**src/logic/dgs_pkg.sv**
```systemverilog
package dgs_pkg;
  // Memory geometry
  localparam int ADDR_W = 6;
  localparam int WORD_W = 6;
  localparam int PAIR_W = 12;
  localparam int CFG_DEPTH = 32;
  localparam int NUM_MOTORS = 3;
  // Word fields
  localparam int NXM_BIT = 5;
  localparam int CODE_W = 5;
  // Register port: bit 6 of the address is the memory-or-register select
  localparam int BUS_ADDR_W = 7;
  localparam int SEL_BIT = 6;
  localparam int HALF_BIT = 5;
  // Own control registers (select bit 0)
  localparam logic [5:0] REG_CTRL = 6'h00;
  localparam logic [5:0] REG_STATUS = 6'h01;
  localparam logic [5:0] REG_PHASE = 6'h02;
  localparam int CTRL_LAST_LSB = 0;
  localparam int CTRL_GO_BIT = 2;
  localparam logic [1:0] LAST_RESET = 2'h0;
  // Signal codes
  localparam logic [4:0] CODE_COIL_A = 5'h00;
  localparam logic [4:0] CODE_COIL_B = 5'h08;
  localparam logic [4:0] CODE_ZERO = 5'h10;
  localparam logic [4:0] CODE_ONE = 5'h11;
  localparam logic [4:0] CODE_DIR = 5'h12;
  localparam logic [4:0] CODE_STEP = 5'h13;
  // Link timing: half period of the driver serial clock in system clocks
  localparam int LINK_HALF = 16;
endpackage : dgs_pkg

```
**src/logic/wave_expander.sv**
```systemverilog
`timescale 1ns/1ps
// Turns a 7-bit phase into coil A/B amplitude, polarity, decay from a quarter table
module wave_expander (
  input wire logic [6:0] phase,
  input wire logic [5:0] table_word,
  input wire logic [5:0] table_word_b,
  output logic [4:0] table_index,
  output logic [4:0] table_index_b,
  output logic [7:0] coil_a_bits,
  output logic [7:0] coil_b_bits
);
  logic [6:0] phase_b;
  logic [5:0] amp_a;
  logic [5:0] amp_b;

  function automatic logic [4:0] quarter_index(input logic [6:0] ph);
    // Mirror odd quarters so the table is read backward there
    quarter_index = ph[5] ? 5'(5'h1f - ph[4:0]) : ph[4:0];
  endfunction : quarter_index

  // Coil B runs a quarter period ahead of coil A [RULE13]
  assign phase_b = 7'(phase + 7'h20);
  // Each coil looks up its own entry, so coil B traces the shifted wave, not a copy of A [RULE13]
  assign table_index = quarter_index(phase);
  assign table_index_b = quarter_index(phase_b);
  assign amp_a = table_word;
  assign amp_b = table_word_b;
  // Polarity follows the half period; fast decay on the falling quarters [RULE13]
  assign coil_a_bits = {phase[5], phase[6], amp_a};
  assign coil_b_bits = {phase_b[5], phase_b[6], amp_b};
endmodule : wave_expander

```
**src/logic/code_select.sv**
```systemverilog
`timescale 1ns/1ps
// Picks one snapshot bit by signal code
module code_select (
  input wire logic [4:0] code,
  input wire logic [7:0] coil_a,
  input wire logic [7:0] coil_b,
  input wire logic dir,
  input wire logic step,
  output logic bit_out
);
  always_comb begin
    bit_out = 1'b0; // Reserved codes give a constant 0 [RULE18]
    if (code[4:3] == 2'b00) begin
      bit_out = coil_a[code[2:0]]; // [RULE14]
    end else if (code[4:3] == 2'b01) begin
      bit_out = coil_b[code[2:0]]; // [RULE15]
    end else begin
      case (code)
        dgs_pkg::CODE_ZERO: bit_out = 1'b0; // [RULE16]
        dgs_pkg::CODE_ONE: bit_out = 1'b1; // [RULE16]
        dgs_pkg::CODE_DIR: bit_out = dir; // [RULE17]
        dgs_pkg::CODE_STEP: bit_out = step; // [RULE16]
        default: bit_out = 1'b0;
      endcase
    end
  end
endmodule : code_select

```
**src/logic/driver_datagram_sequencer.sv**
```systemverilog
// Added by the designer: the address map and the strobed register port.
`timescale 1ns/1ps
// Function
// RULE1: Memory of 128 six-bit cells, 64 pairs
// RULE2: Select bit splits two 32-address halves
// RULE3: Select 0 registers, select 1 memory
// RULE4: Odd word upper, even word lower
// RULE5: First half holds driver configuration words
// RULE6: Word is flag plus five-bit code
// RULE7: Fetch words in order from address zero
// RULE8: Bit order follows stored code order
// RULE9: Set flag advances motor counter
// RULE10: Flag at last driver ends, counter cleared
// RULE11: Separate signal set per motor, up three
// RULE12: Second half holds shared quarter table
// RULE13: Expand table to full and shifted waves
// RULE14: Codes 0-7 select coil A bits
// RULE15: Codes 8-15 select coil B bits
// RULE16: Constant zero, one and step codes
// RULE17: Direction code gives direction bit
// RULE18: Reserved codes output constant zero
// RULE19: Snapshot signals before each datagram
// RULE20: No set flag means endless sending
// RULE21: Host memory access always possible
// RULE22: Far end of chain is motor 0
module driver_datagram_sequencer #(
  parameter int NUM_MOTORS = dgs_pkg::NUM_MOTORS,
  parameter int LINK_HALF = dgs_pkg::LINK_HALF
) (
  input wire logic clk,
  input wire logic nrst,
  input wire logic [6:0] addr,
  input wire logic [11:0] wdata,
  input wire logic wr,
  input wire logic rd,
  output logic [11:0] rdata,
  input wire logic [6:0] phase_m0,
  input wire logic [6:0] phase_m1,
  input wire logic [6:0] phase_m2,
  input wire logic [2:0] dir_in,
  input wire logic [2:0] step_in,
  input wire logic send_req,
  input wire logic sdi_s,
  output logic sck_s,
  output logic sdo_s,
  output logic cs_n_s,
  output logic busy,
  output logic [11:0] returned_bits
);
  typedef enum logic [2:0] {IDLE, SNAP, FETCH, LOW, HIGH, DONE} state_t;

  // Memory: 64 pairs, low half configuration, high half quarter table [RULE1] [RULE5] [RULE12]
  logic [5:0] mem_even [64];
  logic [5:0] mem_odd [64];
  logic [1:0] last_driver_index_reg;
  logic go_reg;
  state_t state_reg;
  logic [5:0] word_addr_reg; // Index into the 64-word configuration area
  logic [1:0] motor_reg;
  logic [7:0] snap_a_reg [3];
  logic [7:0] snap_b_reg [3];
  logic [2:0] snap_dir_reg;
  logic [2:0] snap_step_reg;
  logic [1:0] snap_slot_reg;
  logic [7:0] div_reg;
  logic [5:0] cur_word_reg;
  logic sdi_meta_reg;
  logic sdi_sync_reg;
  logic [11:0] shift_in_reg;
  logic [11:0] rdata_reg;
  logic [6:0] exp_phase;
  logic [4:0] tab_idx;
  logic [4:0] tab_idx_b;
  logic [5:0] tab_word_a;
  logic [5:0] tab_word_b;
  logic [7:0] exp_a;
  logic [7:0] exp_b;
  logic sel_bit;
  logic last_flag;
  logic is_mem;

  assign is_mem = addr[dgs_pkg::SEL_BIT]; // [RULE3]

  // Host writes into memory take effect regardless of the sequencer [RULE2] [RULE21]
  always_ff @(posedge clk) begin
    if (wr && is_mem) begin
      mem_odd[addr[5:0]] <= wdata[11:6]; // [RULE4]
      mem_even[addr[5:0]] <= wdata[5:0]; // [RULE4]
    end
  end

  // Own control register
  always_ff @(posedge clk or negedge nrst) begin
    if (!nrst) begin
      last_driver_index_reg <= dgs_pkg::LAST_RESET;
      go_reg <= 1'b0;
    end else begin
      go_reg <= 1'b0;
      if (wr && !is_mem && addr[5:0] == dgs_pkg::REG_CTRL) begin
        last_driver_index_reg <= wdata[1:0];
        go_reg <= wdata[dgs_pkg::CTRL_GO_BIT];
      end
    end
  end

  // Read data one cycle after the strobe; unmapped reads as zero
  always_ff @(posedge clk or negedge nrst) begin
    if (!nrst) begin
      rdata_reg <= 12'h000;
    end else if (rd) begin
      if (is_mem) begin
        rdata_reg <= {mem_odd[addr[5:0]], mem_even[addr[5:0]]}; // [RULE4] [RULE21]
      end else begin
        case (addr[5:0])
          dgs_pkg::REG_CTRL: rdata_reg <= {10'h000, last_driver_index_reg};
          dgs_pkg::REG_STATUS: rdata_reg <= {7'h00, state_reg != IDLE, 2'h0, motor_reg};
          dgs_pkg::REG_PHASE: rdata_reg <= shift_in_reg;
          default: rdata_reg <= 12'h000;
        endcase
      end
    end
  end
  assign rdata = rdata_reg;

  // Table read for expansion; the snapshot walks motors one per cycle
  always_comb begin
    case (snap_slot_reg)
      2'd0: exp_phase = phase_m0;
      2'd1: exp_phase = phase_m1;
      default: exp_phase = phase_m2;
    endcase
  end

  // Table entry to pair address in the upper range; a 5-bit index reaches the first 16 pairs only
  function automatic logic [5:0] table_addr(input logic [4:0] idx);
    table_addr = {2'b10, idx[4:1]};
  endfunction : table_addr

  // Both coils read the shared quarter table, each at its own index [RULE12] [RULE13]
  assign tab_word_a = tab_idx[0] ? mem_odd[table_addr(tab_idx)] : mem_even[table_addr(tab_idx)];
  assign tab_word_b = tab_idx_b[0] ? mem_odd[table_addr(tab_idx_b)] : mem_even[table_addr(tab_idx_b)];

  wave_expander u_exp (
    .phase(exp_phase),
    .table_word(tab_word_a),
    .table_word_b(tab_word_b),
    .table_index(tab_idx),
    .table_index_b(tab_idx_b),
    .coil_a_bits(exp_a),
    .coil_b_bits(exp_b)
  );

  code_select u_sel (
    .code(cur_word_reg[4:0]), // Low five bits are the code, bit 5 the flag [RULE6]
    .coil_a(snap_a_reg[motor_reg]),
    .coil_b(snap_b_reg[motor_reg]),
    .dir(snap_dir_reg[motor_reg]),
    .step(snap_step_reg[motor_reg]),
    .bit_out(sel_bit)
  );

  assign last_flag = cur_word_reg[dgs_pkg::NXM_BIT] && (motor_reg == last_driver_index_reg); // [RULE10]

  // Snapshot of per-motor sequencer signals before the datagram [RULE11] [RULE19]
  always_ff @(posedge clk or negedge nrst) begin
    if (!nrst) begin
      snap_slot_reg <= 2'd0;
      snap_dir_reg <= 3'h0;
      snap_step_reg <= 3'h0;
      for (int i = 0; i < 3; i++) begin
        snap_a_reg[i] <= 8'h00;
        snap_b_reg[i] <= 8'h00;
      end
    end else if (state_reg == SNAP) begin
      snap_a_reg[snap_slot_reg] <= exp_a;
      snap_b_reg[snap_slot_reg] <= exp_b;
      snap_slot_reg <= (snap_slot_reg == 2'd2) ? 2'd0 : 2'(snap_slot_reg + 2'd1);
      if (snap_slot_reg == 2'd0) begin
        snap_dir_reg <= dir_in;
        snap_step_reg <= step_in;
      end
    end
  end

  // Returned data from the chain passes two flops first
  always_ff @(posedge clk or negedge nrst) begin
    if (!nrst) begin
      sdi_meta_reg <= 1'b0;
      sdi_sync_reg <= 1'b0;
    end else begin
      sdi_meta_reg <= sdi_s;
      sdi_sync_reg <= sdi_meta_reg;
    end
  end

  // Datagram engine; an all-clear flag table never ends, software must set one [RULE20]
  always_ff @(posedge clk or negedge nrst) begin
    if (!nrst) begin
      state_reg <= IDLE;
      word_addr_reg <= 6'h00;
      motor_reg <= 2'd0;
      div_reg <= 8'h00;
      cur_word_reg <= 6'h00;
    end else begin
      case (state_reg)
        IDLE: begin
          if (send_req || go_reg) begin
            state_reg <= SNAP;
          end
        end
        SNAP: begin
          if (snap_slot_reg == 2'd2) begin
            state_reg <= FETCH;
            word_addr_reg <= 6'h00; // [RULE7]
            motor_reg <= 2'd0; // Motor 0 is the far end, its bits leave first [RULE22]
          end
        end
        FETCH: begin
          // Even word then odd word of each pair, in address order [RULE7] [RULE8]
          cur_word_reg <= word_addr_reg[0] ? mem_odd[{1'b0, word_addr_reg[5:1]}]
                                           : mem_even[{1'b0, word_addr_reg[5:1]}];
          div_reg <= 8'h00;
          state_reg <= LOW;
        end
        LOW: begin
          div_reg <= 8'(div_reg + 8'h01);
          if (div_reg == 8'(LINK_HALF - 1)) begin
            div_reg <= 8'h00;
            state_reg <= HIGH;
          end
        end
        HIGH: begin
          div_reg <= 8'(div_reg + 8'h01);
          if (div_reg == 8'(LINK_HALF - 1)) begin
            word_addr_reg <= 6'(word_addr_reg + 6'h01);
            state_reg <= FETCH;
            if (last_flag) begin
              motor_reg <= 2'd0; // [RULE10]
              state_reg <= DONE;
            end else if (cur_word_reg[dgs_pkg::NXM_BIT]) begin
              motor_reg <= 2'(motor_reg + 2'd1); // [RULE9]
            end
          end
        end
        DONE: state_reg <= IDLE;
        default: state_reg <= IDLE;
      endcase
    end
  end

  // Returned chain data is taken at the end of each low half; needs a half of four clocks or more
  always_ff @(posedge clk or negedge nrst) begin
    if (!nrst) begin
      shift_in_reg <= 12'h000;
    end else if (state_reg == LOW && div_reg == 8'(LINK_HALF - 1)) begin
      shift_in_reg <= {shift_in_reg[10:0], sdi_sync_reg};
    end
  end

  // True while a bit is on the wire, in either half
  function automatic logic bit_phase(input state_t s);
    bit_phase = (s == LOW) || (s == HIGH);
  endfunction : bit_phase

  // True from the first fetch to the last high half; fetches between bits keep the chip selected
  function automatic logic in_frame(input state_t s);
    in_frame = (s == FETCH) || bit_phase(s);
  endfunction : in_frame

  // Link clock rests low outside the high halves, so it never runs between frames
  always_ff @(posedge clk or negedge nrst) begin
    if (!nrst) begin
      sck_s <= 1'b0;
    end else begin
      sck_s <= (state_reg == HIGH);
    end
  end

  // Data held through both halves, so the chain samples a settled bit [RULE8]
  always_ff @(posedge clk or negedge nrst) begin
    if (!nrst) begin
      sdo_s <= 1'b0;
    end else begin
      sdo_s <= bit_phase(state_reg) ? sel_bit : 1'b0;
    end
  end

  // Chip select low for the whole frame
  always_ff @(posedge clk or negedge nrst) begin
    if (!nrst) begin
      cs_n_s <= 1'b1;
    end else begin
      cs_n_s <= !in_frame(state_reg);
    end
  end

  // Busy lags the engine by one cycle like the other pins; the status read shows the engine itself
  always_ff @(posedge clk or negedge nrst) begin
    if (!nrst) begin
      busy <= 1'b0;
    end else begin
      busy <= (state_reg != IDLE);
    end
  end

  assign returned_bits = shift_in_reg;
endmodule : driver_datagram_sequencer

```
**config.mk**
```make
export PLATFORM = sky130hd
export DESIGN_NAME = driver_datagram_sequencer
export DESIGN_NICKNAME = d
export VERILOG_FILES = /design/src/logic/dgs_pkg.sv /design/src/logic/wave_expander.sv /design/src/logic/code_select.sv /design/src/logic/driver_datagram_sequencer.sv
export SDC_FILE = /design/constraint.sdc
export NUM_CORES = 1
export LEC_CHECK = 0
export BUFFER_PORTS_ARGS = -buffer_cell sky130_fd_sc_hd__buf_2
export CAP_MARGIN = 20
export CORE_UTILIZATION = 63
export DETAILED_ROUTE_END_ITERATION = 6
export PLACE_DENSITY_LB_ADDON = 0.05
export SLEW_MARGIN = 20
export SYNTH_ARGS = -nofsm -noshare
export SYNTH_HDL_FRONTEND = slang
export SYNTH_SLANG_ARGS = --single-unit
```
**constraint.sdc**
```tcl
create_clock -name clk -period 4.25 [get_ports clk]
set_input_delay 0 -clock clk [delete_from_list [all_inputs] [get_ports clk]]
set_output_delay 0 -clock clk [all_outputs]
set_load 0.005 [all_outputs]
```
Word-level counts from Yosys, hierarchy flattened
Memory sizes are Yosys's and may differ from the RTL's.
Cells that the tools add are included.
{"block": "word_totals", "word_cells": 131, "out_inout_bits": 28, "mem_count": 2, "regBits": 114, "ramBits": 768}
{"name": "mem_even", "words": 64, "width": 6, "read_ports": 4, "rd_clocked_by_memory_dff": 0, "wr": 1, "line_no": "driver_datagram_sequencer.sv:53", "rtl": "logic [5:0] mem_even [64];"}
{"name": "mem_odd", "words": 64, "width": 6, "read_ports": 4, "rd_clocked_by_memory_dff": 0, "wr": 1, "line_no": "driver_datagram_sequencer.sv:54", "rtl": "logic [5:0] mem_odd [64];"}
{"block": "op_classes", "add_sub_neg": 7, "n_bitwise": 2, "n_reduce_logical": 22, "eq_ne": 19, "n_mux": 50, "magnitude_cmp": 5}
{"operator": "$bwmux W24", "count": 2}
{"operator": "$mux W8", "count": 6}
{"operator": "$pmux W12 S3", "count": 1}
{"operator": "$bmux W8 S2", "count": 2}
{"operator": "$mux W6", "count": 5}
{"operator": "$pmux W8 S3", "count": 1}
{"operator": "$demux W8 S2", "count": 1}
{"operator": "$eq A5 B5 Y1 const B", "count": 3}
{"operator": "$mux W3", "count": 5}
{"operator": "$pmux W3 S5", "count": 1}
{"operator": "$pmux W7 S2", "count": 1}
{"operator": "$mux W12", "count": 1}
{"operator": "$pmux W6 S2", "count": 1}
{"operator": "$mux W1", "count": 10}
{"operator": "$mux W2", "count": 5}
{"operator": "$mux W5", "count": 2}
{"operator": "$sub A5 B5 Y5 const A", "count": 2}
{"operator": "$add A8 B1 Y8 const B", "count": 1}
{"operator": "$eq A8 B4 Y1 const B", "count": 1}
{"operator": "$reduce_and A4 Y1", "count": 2}
{"operator": "$add A7 B6 Y7 const B", "count": 1}
{"operator": "$add A6 B1 Y6 const B", "count": 1}
{"operator": "$bmux W1 S3", "count": 2}
{"operator": "$eq A3 B2 Y1 const B", "count": 2}
{"operator": "other kinds (29)", "count": 46}

Longest topological paths before layout
Gate-level depths: netlist of the first run.
{"block": "logic_depth", "depth_word": 9, "depth_mapped": 14, "mapped_depth_nobuf": 9}

By module
A second synthesis of the first run with hierarchy kept.
{"block": "hier_totals", "hier_cells": 2527, "area_unflattened_um2": 41586.1}
{"mod": "driver_datagram_sequencer", "n_inst": 1, "cells_per_inst": 2483, "area_per_inst_um2": 41183.2, "seq_area_each_um2": 25916.1}
{"mod": "wave_expander", "n_inst": 1, "cells_per_inst": 27, "area_per_inst_um2": 216.5, "seq_area_each_um2": 0.0}
{"mod": "code_select", "n_inst": 1, "cells_per_inst": 17, "area_per_inst_um2": 186.4, "seq_area_each_um2": 0.0}

Least setup slack after synthesis of the first run
OpenSTA, ideal clock, no wires.
{"block": "synth_path", "path_kind": "register -> register", "startpoint": "register word_addr_reg[1]", "endpoint": "register cur_word_reg[1]", "t_arrival_ns": 2.816, "n_path_buf": 2, "stages_incl_launch_ff": 7, "synth_period_minus_slack_ns": 2.941, "path_slack_ns": 1.309, "required_time_ns": 4.125, "path_cell_list": "dfrtp_1 > clkbuf_1 > buf_1 > mux4_2 > mux4_2 > mux4_2 > mux2_2"}
{"block": "synth_via", "elab_chain_cells": 2, "elab_cells_between_ends": 3, "cone_classes": "mux (1); memory (2)"}
{"element": "from (decl)", "line_no": "driver_datagram_sequencer.sv:58", "rtl": "logic [5:0] word_addr_reg;"}
{"element": "from (signal assigned)", "line_no": "driver_datagram_sequencer.sv:235", "rtl": "word_addr_reg <= 6'(word_addr_reg + 6'h01);"}
{"element": "$mem_v2 Z64 W6 (on tied branches)"}
{"element": "$mux W6 *", "line_no": "driver_datagram_sequencer.sv:220", "rtl": "cur_word_reg <= word_addr_reg[0] ? mem_odd[{1'b0, word_addr_reg[5:1]}]"}
{"element": "to (signal assigned)", "line_no": "driver_datagram_sequencer.sv:220"}
{"element": "to (decl)", "line_no": "driver_datagram_sequencer.sv:66", "rtl": "logic [5:0] cur_word_reg;"}
Mark *: on every way between the ends. The rest lies on a longest branch, timed or not.
A chain may end at the register's enable or synchronous reset.

Worst setup path in the final report of the first run
{"block": "layout_path", "startpoint": "register snap_slot_reg[1]", "endpoint": "register snap_a_reg[17] (netlist name)"}
{"block": "layout_via", "elab_chain_cells": 7, "elab_cells_between_ends": 15, "cone_classes": "add/sub (1); order compare (2); eq/ne (1); mux (6); bitwise (1); reduce/logical (2); memory (2)"}
{"element": "from (decl)", "line_no": "driver_datagram_sequencer.sv:64", "rtl": "logic [1:0] snap_slot_reg;"}
{"element": "from (signal assigned)", "line_no": "driver_datagram_sequencer.sv:177", "rtl": "snap_slot_reg <= (snap_slot_reg == 2'd2) ? 2'd0 : 2'(snap_slot_reg + 2'd1);"}
{"element": "$eq A2 B1 Y1 or $logic_not A2 Y1 (tied branches)", "line_no": "driver_datagram_sequencer.sv:127", "rtl": "case (snap_slot_reg)"}
{"element": "$pmux W7 S2", "line_no": "driver_datagram_sequencer.sv:127"}
{"element": "$sub A5 B5 Y5", "line_no": "wave_expander.sv:18", "rtl": "quarter_index = ph[5] ? 5'(5'h1f - ph[4:0]) : ph[4:0];"}
{"element": "$mux W5", "line_no": "wave_expander.sv:18"}
{"element": "$mem_v2 Z64 W6 (on tied branches)"}
{"element": "$mux W6", "line_no": "driver_datagram_sequencer.sv:140", "rtl": "assign tab_word_a = tab_idx[0] ? mem_odd[table_addr(tab_idx)] : mem_even[table_addr(tab_idx)];"}
{"element": "$bwmux W24 *", "line_no": "driver_datagram_sequencer.sv:175", "rtl": "snap_a_reg[snap_slot_reg] <= exp_a;"}
{"element": "to (signal, indexed assignment)", "line_no": "driver_datagram_sequencer.sv:175"}
{"element": "to (decl)", "line_no": "driver_datagram_sequencer.sv:60", "rtl": "logic [7:0] snap_a_reg [3];"}
Marked as above.

==> results of run 1 <==
through the flow:
stage / setup WS [ps] / util (%)
2_1_floorplan: 1310 / -
3_3_place_gp: 456 / 67.6
3_5_place_dp: 471 / 67.6
4_1_cts: 510 / 72.6
5_1_grt: 297 / 72.6
6_report: 366 / 72.6
cells by family (layout without fill, tap and decap cells):
logic type,count (synthesis),after routing,synth area share [%]
other,0,3,0
xor gates and xnor gates,17,17,0.407
AOI/OAI and AO/OA,783,783,13.9
muxes,328,328,12.6
DFF,882,882,64.3
adders and majority gates,2,2,0.0621
buffers and inverters,235,476,2.49
and+or+nand+nor,510,510,6.24
power groups by stage:
stage	sequential, W	combinational [W]	clock (W)
after floorplan	0.0102	0.00427	0
after global placement	0.0103	0.00609	0
after detailed placement	0.0104	0.00619	0
after CTS	0.0102	0.00624	0.00799
after global routing	0.0102	0.00674	0.00830
final	0.0102	0.00643	0.00795
how the worst max path moves through the flow:
stage	startpoint	cells past startpoint	endpoint
2_1_floorplan	word_addr_reg[1]	6	cur_word_reg[1]
3_3_place_gp	addr[0]	10	rdata[3]
3_5_place_dp	addr[0]	10	rdata[3]
4_1_cts	snap_slot_reg[1]	9	snap_a_reg[17]
5_1_grt	snap_slot_reg[1]	9	snap_a_reg[1]
6_report	snap_slot_reg[1]	9	snap_a_reg[17]
metal layers:
layer / GRT usage [%] / vias up / routed length (um)
met2: 61.2 / 2350 / 59200
met3: 10.1 / 458 / 17500
li1: - / 11700 / -
met5: 0 / - / 68
met4: 23.0 / 10 / 8410
met1: 55.6 / 14300 / 45900
layout make-up:
| cell class | instances | area [um^2] |
|---|---|---|
| clock buffers | 111 | 2370 |
| inverters | 9 | 33.8 |
| clock inverters | 48 | 586 |
| well taps | 846 | 1060 |
| multi-input cells | 1640 | 13400 |
| repair buffers | 308 | 2400 |
| flip-flops and latches | 882 | 25900 |
| fillers | 4061 | 17300 |
| diodes | 3 | 7.51 |
critical path, cell delays in order, from the launching register on:
cell	delay, ps
dfrtp_1	740
buf_4	280
mux2i_1	590
nor3_1	140
a31oi_2	610
buf_4	310
o221ai_1	120
o22ai_1	460
or3_1	360
mux2_2	220
synth_stat cells, types with 8 or more instances:
library cell  instances
a211oi_1             10
a21oi_1              99
a221oi_1             46
a22o_1               48
a22oi_1             265
a31oi_1              42
a41oi_1              32
buf_1                42
buf_2                38
buf_4                10
clkbuf_1            131
dfrtp_1             113
edfxtp_1            768
inv_1                 9
mux2_2              103
mux2i_1              92
mux4_2              131
nand2_1             133
nand2b_1              9
nand3_1              22
nand4_1              20
nor2_1              174
nor2b_1              16
nor3_1               18
nor4_1               39
o2111ai_1            13
o211ai_1             17
o21ai_0              71
o221ai_1             30
o22ai_1              42
or3_1                28
or4_1                 8
xor2_1                8
==> summary.md, run 1 <==
| Metric | Value |
|---|---|
| Status | finished with violations |
| Violated checks | DRC, hold timing |
| Mapped Nets | 2811 |
| Final hold violation count | 4 |
| CP Launch Type | flip-flop |
| Max-slew headroom | 25.7% |
| Asr flop ratio synth | 12.9% |
| Synth Cell Area | 40300 um^2 |
| Maximum vdd ir drop | 0.000473 V |
| Initial Utilization | 63.9% |
| Sequential cell area fraction in the yosys report | 64.3% |
| Area after DPL | 42700 um^2 |
| Final ANT Viol Nets | 0 |
| Non-filler cells, final | 3847 |
| Die area | 65000 um^2 |
| Flop2flop setup slack | 370 ps |
| CTS Buffer Depth | 3 |
| CTS H-Tree Depth | 3 |
| IO Count | 80 |
| Post-DP HPWL | 82.8 mm |
| DIE HEIGHT | 255 um |
| Post-CTS Setup Repair Bufs | 0 |
| Cells after DPL | 3666 |
| Clk slew on worst S/H paths | 60 ps |
| Count of yosys warnings during synthesis | 0 |
| Fin Hold WS | -9.84 ps |
| Final Max Tran Viols | 0 |
| Clock Tree Root | clkbuf_16 |
| Achievable frequency | 257 MHz |
| Pwr dens | 537 nW/um^2 |
| Post-Syn Area per Cell | 14.6 um^2 |
| Max-cap violations | 0 |
| HP Start | wdata[3] |
| Overall power | 0.0246 W |
| FF-to-FF Start | snap_slot_reg[1] |
| Yosys cell types | 75 |
| Clock power frac | 32.3% |
| Internal power | 0.0168 W |
| Most common cell after layout, fill and taps aside | edfxtp_1 |
| Setup tns final | 0 ps |
| Vias in the first global route | 27600 |
| Layout cells sized above 1 | 23.2% |
| Synthesis-stage register bit count | 882 |
| Worst min-delay path category | input pin to flip-flop |
| CP Class | flip-flop to flip-flop |
| Unrepaired setup endpoints after global routing | no |
| # DRC | 3 |
| Drt wl/cell | 34.1 um |
| Number of port buffers | 79 |
| Comb pwr share | 26.1% |
| Chip Width | 255 um |
| Flop pwr share | 41.5% |
| Final GP Congestion | 0.985 |
| Inserted Clock Buffers | 89 |
| Post-Synthesis Cells | 2757 |
| Cells on Worst Hold Path | 2 |
| Skew final | 25.2 ps |
| Final Cycle Share | 91.4% |
| Tmin final | 3880 ps |
| Clk_lat worst skew | 660 ps |
| Antenna violations before repair | 9 |
| Yosys top cell area share | 57.2% |
| CTS tree | built |
| Pin slew with the least headroom to its limit | 1110 ps |
| Final WL | 131 mm |
| RR Endpoint | snap_a_reg[17] |
| Hold-fix buffers, CTS | 18 |
| Commonest non-fill, non-tap cells in the layout | edfxtp_1 (768), a22oi_1 (265), buf_4 (193) |
| Lkg Pwr | 15.1 nW |
| Psw | 0.00783 W |
| Worst r2r path cells | 9 |
| Finish-stage setup viols | 0 |
| Switching Share | 31.8% |
| Dominant synthesized flop cell | edfxtp_1 |
| Std-Cell Rows | 92 |
| Yosys top cell by area | edfxtp_1 |
| CP Capture Type | flip-flop |
| Critical path arrival | 4480 ps |
| Pre-antenna DRT Iters | 7 |
| Grt ovf | 0 |
| Top cells by area, synth | edfxtp_1 (57%), mux4_2 (7.3%), dfrtp_1 (7.0%) |
| Worst Hold Path EP | mem_even[58][3] |
| Initial drt markers | 4408 |
| Total track usage | 41.0% |
| Post-synth EDFFs | 768 |
| Pin count of the biggest net entering global routing | 77 |
| Cts repair resizes | 0 |
| Max FO, Critical Path | 20 |
| Design Area, Final | 45800 um^2 |
| CORE AREA | 63100 um^2 |
| DR vias/cell | 7.48 |
| CTS Sinks | 882 |
| Vias | 28800 |
| Layout Nets | 2984 |
| First-pass GRT wire length | 189 mm |
| Area grow syn2layout | 13.7% |
| Crit path required time | 4840 ps |
No activity file was read; power rests on OpenSTA's default activity.
==> inputs of run 2 (changes only) <==
--- a/config.mk
+++ b/config.mk
@@ -10,6 +10,7 @@
 export CORE_UTILIZATION = 63
 export DETAILED_ROUTE_END_ITERATION = 6
 export PLACE_DENSITY_LB_ADDON = 0.05
+export RECOVER_POWER = 50
 export SLEW_MARGIN = 20
 export SYNTH_ARGS = -nofsm -noshare
 export SYNTH_HDL_FRONTEND = slang
==> summary.md, run 2 (synthesis gave the netlist of run 1 again) <==
| Metric | Value |
|---|---|
| Area after DPL | 42700 um^2 (unchanged) |
| Violated checks | capacitance limit, slew limit |
| Lkg Pwr | 15.0 nW (-0.97%) |
| CTS Sinks | 882 (unchanged) |
| Pre-antenna DRT Iters | 6 (-1) |
| Grt ovf | 0 (unchanged) |
| CP Launch Point | snap_slot_reg[1] |
| CP most frequent cell | buf_4 |
| DR vias/cell | 7.48 (about the same) |
| CTS Buffer Depth | 3 (unchanged) |
| Initial drt markers | 4528 (+2.7%) |
| HP Start | step_in[0] |
| Final Max Tran Viols | 904 (+904) |
| Max-slew headroom | -144% (-170 points) |
| Chip Width | 255 um (unchanged) |
| Finish-stage setup viols | 0 (unchanged) |
| Final hold violation count | 0 (-4) |
| DIE HEIGHT | 255 um (unchanged) |
| Setup tns final | 0 ps (unchanged) |
| CP Capture Type | flip-flop |
| Design Area, Final | 45700 um^2 (-0.19%) |
| Flop pwr share | 41.5% (about the same) |
| Achievable frequency | 257 MHz (-0.24%) |
| Most common cell after layout, fill and taps aside | edfxtp_1 |
| Layout Nets | 2984 (unchanged) |
| Pin count of the biggest net entering global routing | 77 (unchanged) |
| # DRC | 0 (-3) |
| Status | finished with violations |
| Pin slew with the least headroom to its limit | 3660 ps (+2550 ps) |
| Final ANT Viol Nets | 0 (unchanged) |
| Clk_lat worst skew | 660 ps (about the same) |
| Tmin final | 3890 ps (+9.54 ps) |
| Critical path arrival | 4490 ps (about the same) |
| Max-cap violations | 16 (+16) |
| Total track usage | 41.0% (unchanged) |
| Vias | 28800 (-0.038%) |
| Final WL | 131 mm (+0.24%) |
| Skew final | 25.7 ps (+0.467 ps) |
| Post-CTS Setup Repair Bufs | 0 (unchanged) |
| Post-DP HPWL | 82.8 mm (unchanged) |
| Critical-path cell list | buf_4, mux2i_1, nor3_1, a31oi_2, buf_4, o221ai_1, o22ai_1, or3_1, mux2_2 |
| Final Cycle Share | 91.6% (+0.22 points) |
| CTS H-Tree Depth | 3 (unchanged) |
| Switching Share | 31.9% (about the same) |
| Std-Cell Rows | 92 (unchanged) |
| Clock power frac | 32.3% (about the same) |
| Number of port buffers | 79 (unchanged) |
| Critical path's largest stage delay | 740 ps (about the same) |
| Unrepaired setup endpoints after global routing | no |
| Maximum vdd ir drop | 0.000476 V (+0.58%) |
| Drt wl/cell | 34.2 um (+0.24%) |
| CTS tree | built |
| Final GP Congestion | 0.985 (unchanged) |
| Antenna violations before repair | 9 (unchanged) |
| Flop2flop setup slack | 360 ps (about the same) |
| Inserted Clock Buffers | 89 (unchanged) |
| First-pass GRT wire length | 189 mm (unchanged) |
| Max FO, Critical Path | 20 (unchanged) |
| Commonest non-fill, non-tap cells in the layout | edfxtp_1 (768), a22oi_1 (265), buf_4 (179) |
| Psw | 0.00784 W (+0.12%) |
| Die area | 65000 um^2 (unchanged) |
| Comb pwr share | 26.1% (about the same) |
| Clk slew on worst S/H paths | 60 ps (about the same) |
| Vias in the first global route | 27600 (unchanged) |
| IO Count | 80 (unchanged) |
| CP Launch Type | flip-flop |
| Fin Hold WS | 114 ps (+124 ps) |
| # fillers | 4102 (+1.0%) |
| Pwr dens | 538 nW/um^2 (+0.25%) |
| Layout cells sized above 1 | 21.8% (-1.4 points) |
| Clock Tree Root | clkbuf_16 |
| FF-to-FF Start | snap_slot_reg[1] |
| Critical-path cell with the highest stage delay | dfrtp_1 |
| Worst min-delay path category | input pin to flip-flop |
| Crit path required time | 4850 ps (about the same) |
| Initial Utilization | 63.9% (unchanged) |
| CORE AREA | 63100 um^2 (unchanged) |
| CP Class | flip-flop to flip-flop |
| Area grow syn2layout | 13.5% |
| Internal power | 0.0168 W (about the same) |
-- run 2: layout make-up --
class | count | area [um^2] | area share [%]
Sequential cell | 882 | 25900 | 56.7
Multi-Input combinational cell | 1640 | 13400 | 29.4
Clock buffer | 111 | 2370 | 5.18
Timing Repair Buffer | 308 | 2320 | 5.07
Tap cell | 846 | 1060 | 2.31
Clock inverter | 48 | 586 | 1.28
Inverter | 9 | 33.8 | 0.0739
Antenna cell | 3 | 7.51 | 0.0164
-- run 2: power by group through the flow --
stage	combinational, W	clock, W	sequential, W
floorplan	0.00427	0	0.0102
global placement	0.00609	0	0.0103
detailed placement	0.00619	0	0.0104
CTS	0.00624	0.00799	0.0102
global route	0.00672	0.00830	0.0103
finish	0.00642	0.00796	0.0102
-- run 2: per-stage QoR --
stage                     power, W  worst slack, ps  utilization, %  cells
after floorplan             0.0144             1310               -   2757
after global placement      0.0164              456            67.6   3666
after detailed placement    0.0166              471            67.6   3666
after CTS                   0.0244              510            72.6   3843
after global routing        0.0253              264            72.5   3844
final                       0.0246              357            72.5   3847
-- run 2: worst paths after layout --
| kind | endpoint | cells after the start |
|---|---|---|
| max in group asynchronous | returned_bits[10] | 3 |
| min in group asynchronous | snap_slot_reg[0] | 2 |
| max reg2reg | snap_a_reg[17] | 9 |
| min reg2reg | sdi_sync_reg | 0 |
| min | snap_step_reg[0] | 3 |
| max | snap_a_reg[17] | 9 |
-- run 2: critical path: cells and delay by family (launching register included) --
family | cells | cell delay [ps]
AO/OA/AOI/OAI | 3 | 1200
multiplexers | 2 | 790
buffers and inverters | 2 | 590
flip-flops | 1 | 740
AND/OR/NAND/NOR | 2 | 500
-- run 2: routing by layer --
layer	GRT usage [%]	vias up	share of wire, %
met5	0	-	0.040
met4	23.0	8	6.6
met3	10.1	469	14
met2	61.2	2374	45
met1	55.6	14200	35
li1	-	11700	-
-- run 2: what timing repair did --
action | 4_1_cts | 5_1_grt
gates resized for setup | 0 | 0
setup endpoints to repair | 0 | 0
endpoints found under the hold margin | 158 | 56
hold buffers | 18 | 1
